$ cat src/rrn_defines.svh
// offsets, field positions, reset values, codes and timing counts of the relay node
// assumes a single 250 MHz device clock
`ifndef RRN_DEFINES_SVH
`define RRN_DEFINES_SVH

// register byte offsets on the avalon slave
`define RRN_REG_NODE_ADDR   4'h0
`define RRN_REG_STATUS      4'h4
`define RRN_REG_MSG_COUNT   4'h8

// status register field positions
`define RRN_ST_RELAY        0
`define RRN_ST_IN_ONE       1
`define RRN_ST_IN_TWO       2
`define RRN_ST_LOST         3
`define RRN_ST_PULSE        4
`define RRN_ST_SW_SLOW      5
`define RRN_ST_SW_PULSE     6
`define RRN_ST_SW_WDOG      7

// reset values
`define RRN_NODE_ADDR_RST   10'h001

// message framing codes
`define RRN_HDR_TAG         6'h29
`define RRN_RPL_TAG         5'h14
`define RRN_CMD_OFF         8'h00
`define RRN_CMD_ON          8'h01
`define RRN_CMD_POLL        8'h02

// times in their own units
`define RRN_CLK_HZ          250000000
`define RRN_BAUD_FAST       9600
`define RRN_BAUD_SLOW       1200
`define RRN_WDOG_S          10
`define RRN_PULSE_S         10
`define RRN_DEB_US          1000

// derived cycle counts
`define RRN_FAST_DIV  ((`RRN_CLK_HZ + `RRN_BAUD_FAST / 2) / `RRN_BAUD_FAST)
`define RRN_SLOW_DIV  ((`RRN_CLK_HZ + `RRN_BAUD_SLOW / 2) / `RRN_BAUD_SLOW)
`define RRN_WDOG_CYC  (64'(`RRN_CLK_HZ) * 64'(`RRN_WDOG_S))
`define RRN_PULSE_CYC (64'(`RRN_CLK_HZ) * 64'(`RRN_PULSE_S))
`define RRN_DEB_CYC   (`RRN_CLK_HZ / 1000000 * `RRN_DEB_US)

`endif

$ cat src/rrn_pkg.sv
// state types of the relay node
// assumes nothing of its surroundings
package rrn_pkg;

   // serial receiver states
   typedef enum logic [1:0] {rx_idle, rx_start, rx_data, rx_stop} rrn_rx_st_t;

   // serial transmitter states
   typedef enum logic [1:0] {tx_idle, tx_start, tx_data, tx_stop} rrn_tx_st_t;

   // message parser states
   typedef enum logic [1:0] {ps_hdr, ps_adlo, ps_cmd} rrn_ps_st_t;

endpackage

$ cat src/rrn_top.sv
// relay node: network link receiver and replier, relay control, watchdog, avalon registers
// assumes one clock, synchronous reset, switches and status inputs straight from pins
`include "rrn_defines.svh"
`timescale 1ns/1ps
`default_nettype none

module rrn_top #(
   parameter logic [17:0] BAUD_FAST_DIV = 18'(`RRN_FAST_DIV),
   parameter logic [17:0] BAUD_SLOW_DIV = 18'(`RRN_SLOW_DIV),
   parameter logic [31:0] WDOG_CYCLES   = 32'(`RRN_WDOG_CYC),
   parameter logic [31:0] PULSE_CYCLES  = 32'(`RRN_PULSE_CYC),
   parameter logic [17:0] DEB_CYCLES    = 18'(`RRN_DEB_CYC)
) (
   input  wire logic        clk,
   input  wire logic        resetn,
   input  wire logic [3:0]  avs_address,
   input  wire logic        avs_read,
   input  wire logic        avs_write,
   input  wire logic [31:0] avs_writedata,
   input  wire logic [3:0]  avs_byteenable,
   output logic      [31:0] avs_readdata,
   output logic             avs_waitrequest,
   input  wire logic        net_rx,
   output logic             net_tx,
   output logic             net_tx_en,
   input  wire logic        sw_baud_slow,
   input  wire logic        sw_pulse_en,
   input  wire logic        sw_wdog_en,
   input  wire logic        status_input_one,
   input  wire logic        status_input_two,
   output logic             relay_on
);

   logic [4:0]           raw_in;
   logic [4:0]           clean_in;
   logic                 in_one;
   logic                 in_two;
   logic                 baud_slow;
   logic                 pulse_en;
   logic                 wdog_en;
   logic                 rx_meta;
   logic                 rx_sync;
   logic [17:0]          bit_div;
   logic [17:0]          rx_cnt;
   logic [2:0]           rx_bit;
   logic [7:0]           rx_sh;
   logic                 rx_done;
   logic                 rx_ferr;
   rrn_pkg::rrn_rx_st_t  rx_st;
   rrn_pkg::rrn_ps_st_t  ps_st;
   logic [1:0]           addr_hi;
   logic                 addr_match;
   logic                 msg_ok;
   logic [7:0]           msg_cmd;
   logic [9:0]           node_addr;
   logic [31:0]          wd_cnt;
   logic                 comm_lost;
   logic [31:0]          pulse_cnt;
   logic                 pulse_act;
   logic [15:0]          msg_count;
   logic                 tx_pend;
   rrn_pkg::rrn_tx_st_t  tx_st;
   logic [17:0]          tx_cnt;
   logic [2:0]           tx_bit;
   logic [7:0]           tx_sh;
   logic                 bus_ack;
   logic                 bus_req;
   logic [31:0]          rd_mux;
   logic [7:0]           status_bits;

   // synchronise and debounce switches and status inputs
   assign raw_in = {sw_wdog_en, sw_pulse_en, sw_baud_slow, status_input_two, status_input_one};

   for (genvar i = 0; i < 5; i++) begin : g_deb
      rrn_debounce #(
         .DEB_CYCLES (DEB_CYCLES)
      ) u_deb (
         .clk    (clk),
         .resetn (resetn),
         .din    (raw_in[i]),
         .dout   (clean_in[i])
      );
   end

   assign in_one    = clean_in[0];
   assign in_two    = clean_in[1];
   assign baud_slow = clean_in[2];
   assign pulse_en  = clean_in[3];
   assign wdog_en   = clean_in[4];

   // bit period picked by the baud switch
   assign bit_div = baud_slow ? BAUD_SLOW_DIV : BAUD_FAST_DIV;

   // receive line synchroniser, idle high
   always_ff @(posedge clk) begin
      if (!resetn) begin
         rx_meta <= 1'b1;
         rx_sync <= 1'b1;
      end else begin
         rx_meta <= net_rx;
         rx_sync <= rx_meta;
      end
   end

   // byte receiver, 8 data bits lsb first, one stop bit, sampled mid bit
   always_ff @(posedge clk) begin
      if (!resetn) begin
         rx_st   <= rrn_pkg::rx_idle;
         rx_cnt  <= 18'h00000;
         rx_bit  <= 3'h0;
         rx_sh   <= 8'h00;
         rx_done <= 1'b0;
         rx_ferr <= 1'b0;
      end else begin
         rx_done <= 1'b0;
         rx_ferr <= 1'b0;
         unique case (rx_st)
            rrn_pkg::rx_idle: begin
               if (!rx_sync) begin
                  rx_st  <= rrn_pkg::rx_start;
                  rx_cnt <= {1'b0, bit_div[17:1]};
               end
            end
            rrn_pkg::rx_start: begin
               if (rx_cnt != 18'h00000) begin
                  rx_cnt <= rx_cnt - 18'd1;
               end else if (rx_sync) begin
                  rx_st <= rrn_pkg::rx_idle; // glitch, not a start bit
               end else begin
                  rx_st  <= rrn_pkg::rx_data;
                  rx_cnt <= bit_div - 18'd1;
                  rx_bit <= 3'h0;
               end
            end
            rrn_pkg::rx_data: begin
               if (rx_cnt != 18'h00000) begin
                  rx_cnt <= rx_cnt - 18'd1;
               end else begin
                  rx_sh  <= {rx_sync, rx_sh[7:1]};
                  rx_cnt <= bit_div - 18'd1;
                  if (rx_bit == 3'h7) begin
                     rx_st <= rrn_pkg::rx_stop;
                  end else begin
                     rx_bit <= rx_bit + 3'd1;
                  end
               end
            end
            rrn_pkg::rx_stop: begin
               if (rx_cnt != 18'h00000) begin
                  rx_cnt <= rx_cnt - 18'd1;
               end else begin
                  rx_st   <= rrn_pkg::rx_idle;
                  rx_done <= rx_sync;
                  rx_ferr <= ~rx_sync;
               end
            end
         endcase
      end
   end

   // parser: header with address high bits, address low byte, command
   always_ff @(posedge clk) begin
      if (!resetn) begin
         ps_st      <= rrn_pkg::ps_hdr;
         addr_hi    <= 2'h0;
         addr_match <= 1'b0;
         msg_ok     <= 1'b0;
         msg_cmd    <= 8'h00;
      end else begin
         msg_ok <= 1'b0;
         if (rx_ferr) begin
            ps_st <= rrn_pkg::ps_hdr; // broken frame drops the message
         end else if (rx_done) begin
            unique case (ps_st)
               rrn_pkg::ps_hdr: begin
                  if (rx_sh[7:2] == `RRN_HDR_TAG) begin
                     addr_hi <= rx_sh[1:0];
                     ps_st   <= rrn_pkg::ps_adlo;
                  end
               end
               rrn_pkg::ps_adlo: begin
                  addr_match <= ({addr_hi, rx_sh} == node_addr);
                  ps_st      <= rrn_pkg::ps_cmd;
               end
               rrn_pkg::ps_cmd: begin
                  ps_st   <= rrn_pkg::ps_hdr;
                  msg_cmd <= rx_sh;
                  msg_ok  <= addr_match && (rx_sh == `RRN_CMD_OFF || rx_sh == `RRN_CMD_ON
                                            || rx_sh == `RRN_CMD_POLL);
               end
            endcase
         end
      end
   end

   // watchdog: counts silence, restarted by each valid message, idle when disabled
   always_ff @(posedge clk) begin
      if (!resetn) begin
         wd_cnt    <= 32'h00000000;
         comm_lost <= 1'b0;
      end else if (msg_ok || !wdog_en) begin
         wd_cnt    <= 32'h00000000;
         comm_lost <= 1'b0;
      end else if (wd_cnt >= WDOG_CYCLES - 32'd1) begin
         comm_lost <= 1'b1;
      end else begin
         wd_cnt <= wd_cnt + 32'd1;
      end
   end

   // relay state: commands first, then watchdog drop, then pulse timeout
   always_ff @(posedge clk) begin
      if (!resetn) begin
         relay_on  <= 1'b0;
         pulse_act <= 1'b0;
         pulse_cnt <= 32'h00000000;
      end else if (msg_ok && msg_cmd == `RRN_CMD_ON) begin
         relay_on  <= 1'b1;
         pulse_act <= pulse_en;
         pulse_cnt <= PULSE_CYCLES - 32'd1;
      end else if (msg_ok && msg_cmd == `RRN_CMD_OFF) begin
         relay_on  <= 1'b0;
         pulse_act <= 1'b0;
      end else if (comm_lost && wdog_en) begin
         relay_on  <= 1'b0;
         pulse_act <= 1'b0;
      end else if (pulse_act && !pulse_en) begin
         pulse_act <= 1'b0;
      end else if (pulse_act) begin
         if (pulse_cnt == 32'h00000000) begin
            relay_on  <= 1'b0;
            pulse_act <= 1'b0;
         end else begin
            pulse_cnt <= pulse_cnt - 32'd1;
         end
      end
      // otherwise the relay holds its last commanded state
   end

   // count of valid messages seen
   always_ff @(posedge clk) begin
      if (!resetn) begin
         msg_count <= 16'h0000;
      end else if (msg_ok) begin
         msg_count <= msg_count + 16'd1;
      end
   end

   // status byte reported to software; the reply to the master carries only its low three bits
   assign status_bits = {wdog_en, pulse_en, baud_slow, pulse_act, comm_lost, in_two, in_one, relay_on};

   // reply request, set by a valid message, taken by the transmitter
   always_ff @(posedge clk) begin
      if (!resetn) begin
         tx_pend <= 1'b0;
      end else if (msg_ok) begin
         tx_pend <= 1'b1;
      end else if (tx_st == rrn_pkg::tx_idle) begin
         tx_pend <= 1'b0;
      end
   end

   // reply transmitter, drives the line only while sending
   always_ff @(posedge clk) begin
      if (!resetn) begin
         tx_st     <= rrn_pkg::tx_idle;
         tx_cnt    <= 18'h00000;
         tx_bit    <= 3'h0;
         tx_sh     <= 8'h00;
         net_tx    <= 1'b1;
         net_tx_en <= 1'b0;
      end else begin
         unique case (tx_st)
            rrn_pkg::tx_idle: begin
               net_tx    <= 1'b1;
               net_tx_en <= 1'b0;
               if (tx_pend) begin
                  tx_sh     <= {`RRN_RPL_TAG, in_two, in_one, relay_on};
                  tx_st     <= rrn_pkg::tx_start;
                  tx_cnt    <= bit_div - 18'd1;
                  net_tx    <= 1'b0;
                  net_tx_en <= 1'b1;
               end
            end
            rrn_pkg::tx_start: begin
               if (tx_cnt != 18'h00000) begin
                  tx_cnt <= tx_cnt - 18'd1;
               end else begin
                  tx_st  <= rrn_pkg::tx_data;
                  tx_cnt <= bit_div - 18'd1;
                  tx_bit <= 3'h0;
                  net_tx <= tx_sh[0];
                  tx_sh  <= {1'b0, tx_sh[7:1]};
               end
            end
            rrn_pkg::tx_data: begin
               if (tx_cnt != 18'h00000) begin
                  tx_cnt <= tx_cnt - 18'd1;
               end else if (tx_bit == 3'h7) begin
                  tx_st  <= rrn_pkg::tx_stop;
                  tx_cnt <= bit_div - 18'd1;
                  net_tx <= 1'b1;
               end else begin
                  tx_bit <= tx_bit + 3'd1;
                  tx_cnt <= bit_div - 18'd1;
                  net_tx <= tx_sh[0];
                  tx_sh  <= {1'b0, tx_sh[7:1]};
               end
            end
            rrn_pkg::tx_stop: begin
               if (tx_cnt != 18'h00000) begin
                  tx_cnt <= tx_cnt - 18'd1;
               end else begin
                  tx_st     <= rrn_pkg::tx_idle;
                  net_tx_en <= 1'b0;
               end
            end
         endcase
      end
   end

   // avalon slave: one wait state on every access
   assign bus_req         = avs_read | avs_write;
   assign avs_waitrequest = bus_req & ~bus_ack;

   always_ff @(posedge clk) begin
      if (!resetn) begin
         bus_ack <= 1'b0;
      end else begin
         bus_ack <= bus_req & ~bus_ack;
      end
   end

   // read decode, unmapped offsets read zero
   always_comb begin
      rd_mux = 32'h00000000;
      case (avs_address)
         `RRN_REG_NODE_ADDR: rd_mux = {22'h000000, node_addr};
         `RRN_REG_STATUS:    rd_mux = {24'h000000, status_bits};
         `RRN_REG_MSG_COUNT: rd_mux = {16'h0000, msg_count};
         default:            rd_mux = 32'h00000000;
      endcase
   end

   always_ff @(posedge clk) begin
      if (!resetn) begin
         avs_readdata <= 32'h00000000;
      end else if (avs_read && !bus_ack) begin
         avs_readdata <= rd_mux;
      end
   end

   // node address register, written at the edge that completes the access
   always_ff @(posedge clk) begin
      if (!resetn) begin
         node_addr <= `RRN_NODE_ADDR_RST;
      end else if (avs_write && bus_ack && avs_address == `RRN_REG_NODE_ADDR) begin
         if (avs_byteenable[0]) begin
            node_addr[7:0] <= avs_writedata[7:0];
         end
         if (avs_byteenable[1]) begin
            node_addr[9:8] <= avs_writedata[9:8];
         end
      end
   end

endmodule

`default_nettype wire

$ cat src/rrn_debounce.sv
// two-flop synchroniser followed by a stability filter for one slow input
// assumes din is asynchronous to clk
`timescale 1ns/1ps
`default_nettype none

module rrn_debounce #(
   parameter logic [17:0] DEB_CYCLES = 18'd250000
) (
   input  wire logic clk,
   input  wire logic resetn,
   input  wire logic din,
   output logic      dout
);

   logic        meta;
   logic        sync;
   logic [17:0] cnt;

   // synchroniser, meta is read only by sync
   always_ff @(posedge clk) begin
      if (!resetn) begin
         meta <= 1'b0;
         sync <= 1'b0;
      end else begin
         meta <= din;
         sync <= meta;
      end
   end

   // output follows only after the input held a new level for the full count
   always_ff @(posedge clk) begin
      if (!resetn) begin
         cnt  <= 18'h00000;
         dout <= 1'b0;
      end else if (sync == dout) begin
         cnt <= 18'h00000;
      end else if (cnt >= DEB_CYCLES - 18'd1) begin
         cnt  <= 18'h00000;
         dout <= sync;
      end else begin
         cnt <= cnt + 18'd1;
      end
   end

endmodule

`default_nettype wire

$ cat config.mk
export PLATFORM = sky130hd
export DESIGN_NAME = rrn_top
export DESIGN_NICKNAME = d
export VERILOG_FILES = /design/src/rrn_pkg.sv /design/src/rrn_top.sv /design/src/rrn_debounce.sv
export VERILOG_INCLUDE_DIRS = /design/src
export SDC_FILE = /design/constraint.sdc
export NUM_CORES = 1
export LEC_CHECK = 0
export ABC_CLOCK_PERIOD_IN_PS = 2900
export BUFFER_PORTS_ARGS = -buffer_cell sky130_fd_sc_hd__buf_2
export CORE_ASPECT_RATIO = 2
export CORE_MARGIN = 4
export CORE_UTILIZATION = 35
export DETAILED_ROUTE_END_ITERATION = 16
export SLEW_MARGIN = 20
export SYNTH_ARGS = -nofsm -noshare
export SYNTH_HDL_FRONTEND = slang
export SYNTH_HIERARCHICAL = 1
export SYNTH_SLANG_ARGS = --single-unit
$ cat constraint.sdc
create_clock -name clk -period 2.9 [get_ports clk]
set_input_delay 0.29 -clock clk [delete_from_list [all_inputs] [get_ports clk]]
set_output_delay 0.29 -clock clk [all_outputs]
set_load 0.05 [all_outputs]
==> results.sh <==
export IMPL_worstSetupPathType="reg -> reg"
export IMPL_power_uw=11900
export IMPL_fin_nets=1859
export IMPL_maxCapViolCount=0
export IMPL_synthDistinctLibCells=85
export IMPL_fillers=4255
export IMPL_dieArea_sq_um=46800
export IMPL_gp_congestion=0.907
export IMPL_syn_avg_cell_area_sq_um=8.75
export IMPL_clock_sink_count=298
export IMPL_max_freq_mhz=387
export IMPL_dp_cells=2283
export IMPL_cts_root_buffer="clkbuf_16"
export IMPL_drt_pass1_iterations=5
export IMPL_status="completed"
export IMPL_synth_xor_area_share_pct=8.52
export IMPL_worst_r2r_cell_count=8
export IMPL_end_kind="flip-flop"
export IMPL_ant_nets=0
export IMPL_synth_seq_cells=298
export IMPL_drc=0
export IMPL_syn_inst=1726
export IMPL_fin_area_sq_um=17000
export IMPL_die_w_microns=155
export IMPL_post_cts_resized=0
export IMPL_grt_pass1_vias=12900
export IMPL_area_growth_pct=12.8
export IMPL_synth_edff_count=0
export IMPL_antenna_found_initial=1
export IMPL_clk_transition_reported_paths_ns=0.07
export IMPL_power_density_nw_per_um2=697
export IMPL_drt_total_wl_mm=37.7
export IMPL_cts_tree="done"
export IMPL_seqCellArea_sq_um=5970
export IMPL_io_pins=86
export IMPL_period_share_pct=89.1
export IMPL_std_cell_rows=107
export IMPL_start_util_pct=35.4
export IMPL_htree_num_levels=1
export IMPL_clk_latency_ns=0.55
export IMPL_slew_viol_final=0
export IMPL_relSlewSlack_pct=37.9
export IMPL_cp_start_kind="flip-flop"
export IMPL_hold_viol=0
export IMPL_min_path_type="in -> reg"
export IMPL_vias=12800
export IMPL_synth_top_family_by_area="simple AND/OR/NAND/NOR gates"
export IMPL_port_buffers=45
export IMPL_synth_flop_cell="dfxtp_1"
export IMPL_hpwl_mm=27.7
export IMPL_cts_buffers=28
export IMPL_grt_max_degree=60
export IMPL_synth_warning_count=6
export IMPL_setup_violations=0
export IMPL_fin_tns_setup_ns=0
export IMPL_synthAdderAreaFrac_pct=2.15
export IMPL_critPathMaxFanout=6
export IMPL_finClkSkew_ns=0.0123
export IMPL_place_area_sq_um=15900
export IMPL_cellLeakagePower_uw=0.00609
export IMPL_ys_seq_area_share_pct=39.5
export IMPL_synth_area_sq_um=15100
export IMPL_drt_wirelength_per_cell_microns=16.0
export IMPL_grt_pass1_wl_mm=62.6
export IMPL_grt_usage_pct=15.9
export IMPL_async_reset_ff_share_pct=0
export IMPL_rsz0062_at_grt="false"
export IMPL_muxShareOfSynthArea_pct=1.94
export IMPL_min_path_cells=3
export IMPL_stdcell_count=2350
export IMPL_required_ns=3.31
export IMPL_die_h_microns=302
export IMPL_worstMarginPinSlew_ns=0.930
export IMPL_vias_per_cell=5.43
export IMPL_core_area_sq_um=42700
export IMPL_globalRoute_totalOverflow=0
export IMPL_multi_input_comb_area_sq_um=8550
export IMPL_drive_gt1_share_pct=13.2
export IMPL_drt_initial_drc_count=533
export IMPL_period_minus_slack_ns=2.58
export IMPL_final_util_pct=39.9
export IMPL_synth_compound_area_share_pct=13.4
export IMPL_cp_arrival_ns=2.99
export IMPL_clock_path_buffers=3
export IMPL_synth_simple_area_share_pct=30.1
export IMPL_ir_worst_vdd_v=0.000499
[timing repair]
action,in CTS,in global routing
hold buffers,15,0
setup buffers,0,0
endpoints found under the hold margin,15,0
[worst max-delay path: stages (launching register included)]
cell	delay, ns
dfxtp_1	0.34
inv_1	0.08
ha_1	0.21
nor3b_2	0.36
and3_1	0.37
buf_4	0.19
a21oi_1	0.14
o21ai_0	0.57
o22ai_1	0.17
[path summary, 6_finish.rpt]
check	slack, ns	endpoint	start
setup / recovery	0.32	tx_cnt[16]	tx_cnt[0]
hold / removal	0.03	node_addr[6]	avs_writedata[6]
setup reg to reg	0.32	tx_cnt[16]	tx_cnt[0]
hold reg to reg	0.43	rx_sync	rx_meta
[synth_stat cells, types with 9 or more instances]
master    number  area share [%]
dfxtp_1      298              39
nor2_1       155             3.9
nand2_1      142             3.5
nor3_1       115             3.8
nand3_1      106             3.5
a21oi_1       96             3.2
xnor2_1       75             4.3
xor2_1        72             4.2
inv_1         49             1.2
nand4_1       48             2.0
clkbuf_1      43             1.1
o21ai_0       41             1.4
nor4_1        32             1.3
and3_1        28             1.2
mux2i_1       27             1.8
and2_1        26             1.1
ha_1          26             2.2
buf_4         21             1.0
a31oi_1       18            0.75
nor3_2        16             1.1
a22oi_1       15            0.75
a211oi_1      13            0.65
buf_2         12            0.40
nand2b_1      12            0.50
nor4_4        12             1.7
or3_1         12            0.50
a31o_2        10            0.58
nor3b_1       10            0.50
a311oi_1       9            0.52
[area by class of cell]
class | instances | share of cell area, %
multi-input cells | 1303 | 50.2
flip-flops and latches | 298 | 35.0
clock buffers | 44 | 5.06
repair buffers | 102 | 4.05
well taps | 545 | 4.00
inverters | 50 | 1.11
clock inverters | 7 | 0.536
diodes | 1 | 0.0147
[kinds of logic after synthesis]
logic type,Yosys count
simple gates,794
flops,298
compound gates,291
xor+xnor,147
buf+inv,140
mux,29
fa+ha+maj,26
other cells,1
[metal layers]
metal  share of wire (%)  track usage (%)  wire (microns)  vias to the layer above
met5                   0                0               0                        -
met4                 4.8             8.23            1800                        0
met3                 4.2             2.25            1580                      106
met2                  53             30.3           19900                      270
met1                  38             16.5           14400                     6074
li1                    -                -               -                     6302
[per-stage QoR]
stage | setup WS (ns) | hold WS, ns
4_1_cts | 0.341 | 0.00258
5_1_grt | 0.0444 | 0.0240
3_3_place_gp | 0.386 | 0.399
6_report | 0.315 | 0.0291
3_5_place_dp | 0.372 | 0.396
2_1_floorplan | 0.653 | 0.386
[registers in the layout, summed over array words and instances, names as in the netlist, 2 cells and up, named ones only]
signal            cells
msg_count            16
tx_cnt               18
g_deb.u_deb/cnt      90
tx_bit                3
g_deb.u_deb/meta      5
node_addr            10
pulse_cnt            32
g_deb.u_deb/sync      5
rx_sh                 8
wd_cnt               32
tx_sh                 8
addr_hi               2
ps_st                 2
msg_cmd               8
avs_readdata         16
rx_bit                3
g_deb.u_deb/dout      5
tx_st                 2
rx_cnt               18
[power by group]
part,total [uW],internal [uW],switching (uW)
Sequential,4530,4300,229
Clock,3820,2220,1610
Combinational,3520,1210,2310
[placed cells by master (no fill, tap or decap), types with 8 or more instances in the layout]
cell	synthesis	layout
ha_1	26	26
or3_1	12	12
xnor2_1	75	75
and2_1	26	26
nor2_1	155	155
nand2b_1	12	12
nor4_2	7	8
nand3_1	106	106
nor3_2	16	16
conb_1	1	16
buf_4	21	42
nand3_2	8	8
mux2i_1	27	27
nand4_1	48	48
o21ai_0	41	41
nand2_1	142	142
inv_1	49	49
xor2_1	72	72
nor4_1	32	31
a31oi_1	18	18
dlygate4sd3_1	0	15
nor3_1	115	115
a211oi_1	13	13
a311oi_1	9	9
nor3b_1	10	10
o31ai_1	8	8
and4_1	8	8
a21oi_1	96	96
and3_1	28	28
a22oi_1	15	15
clkbuf_16	0	29
clkbuf_8	0	8
buf_2	12	45
a31o_2	10	10
dfxtp_1	298	298
nor4_4	12	12
(Power assumes the default switching activity.)
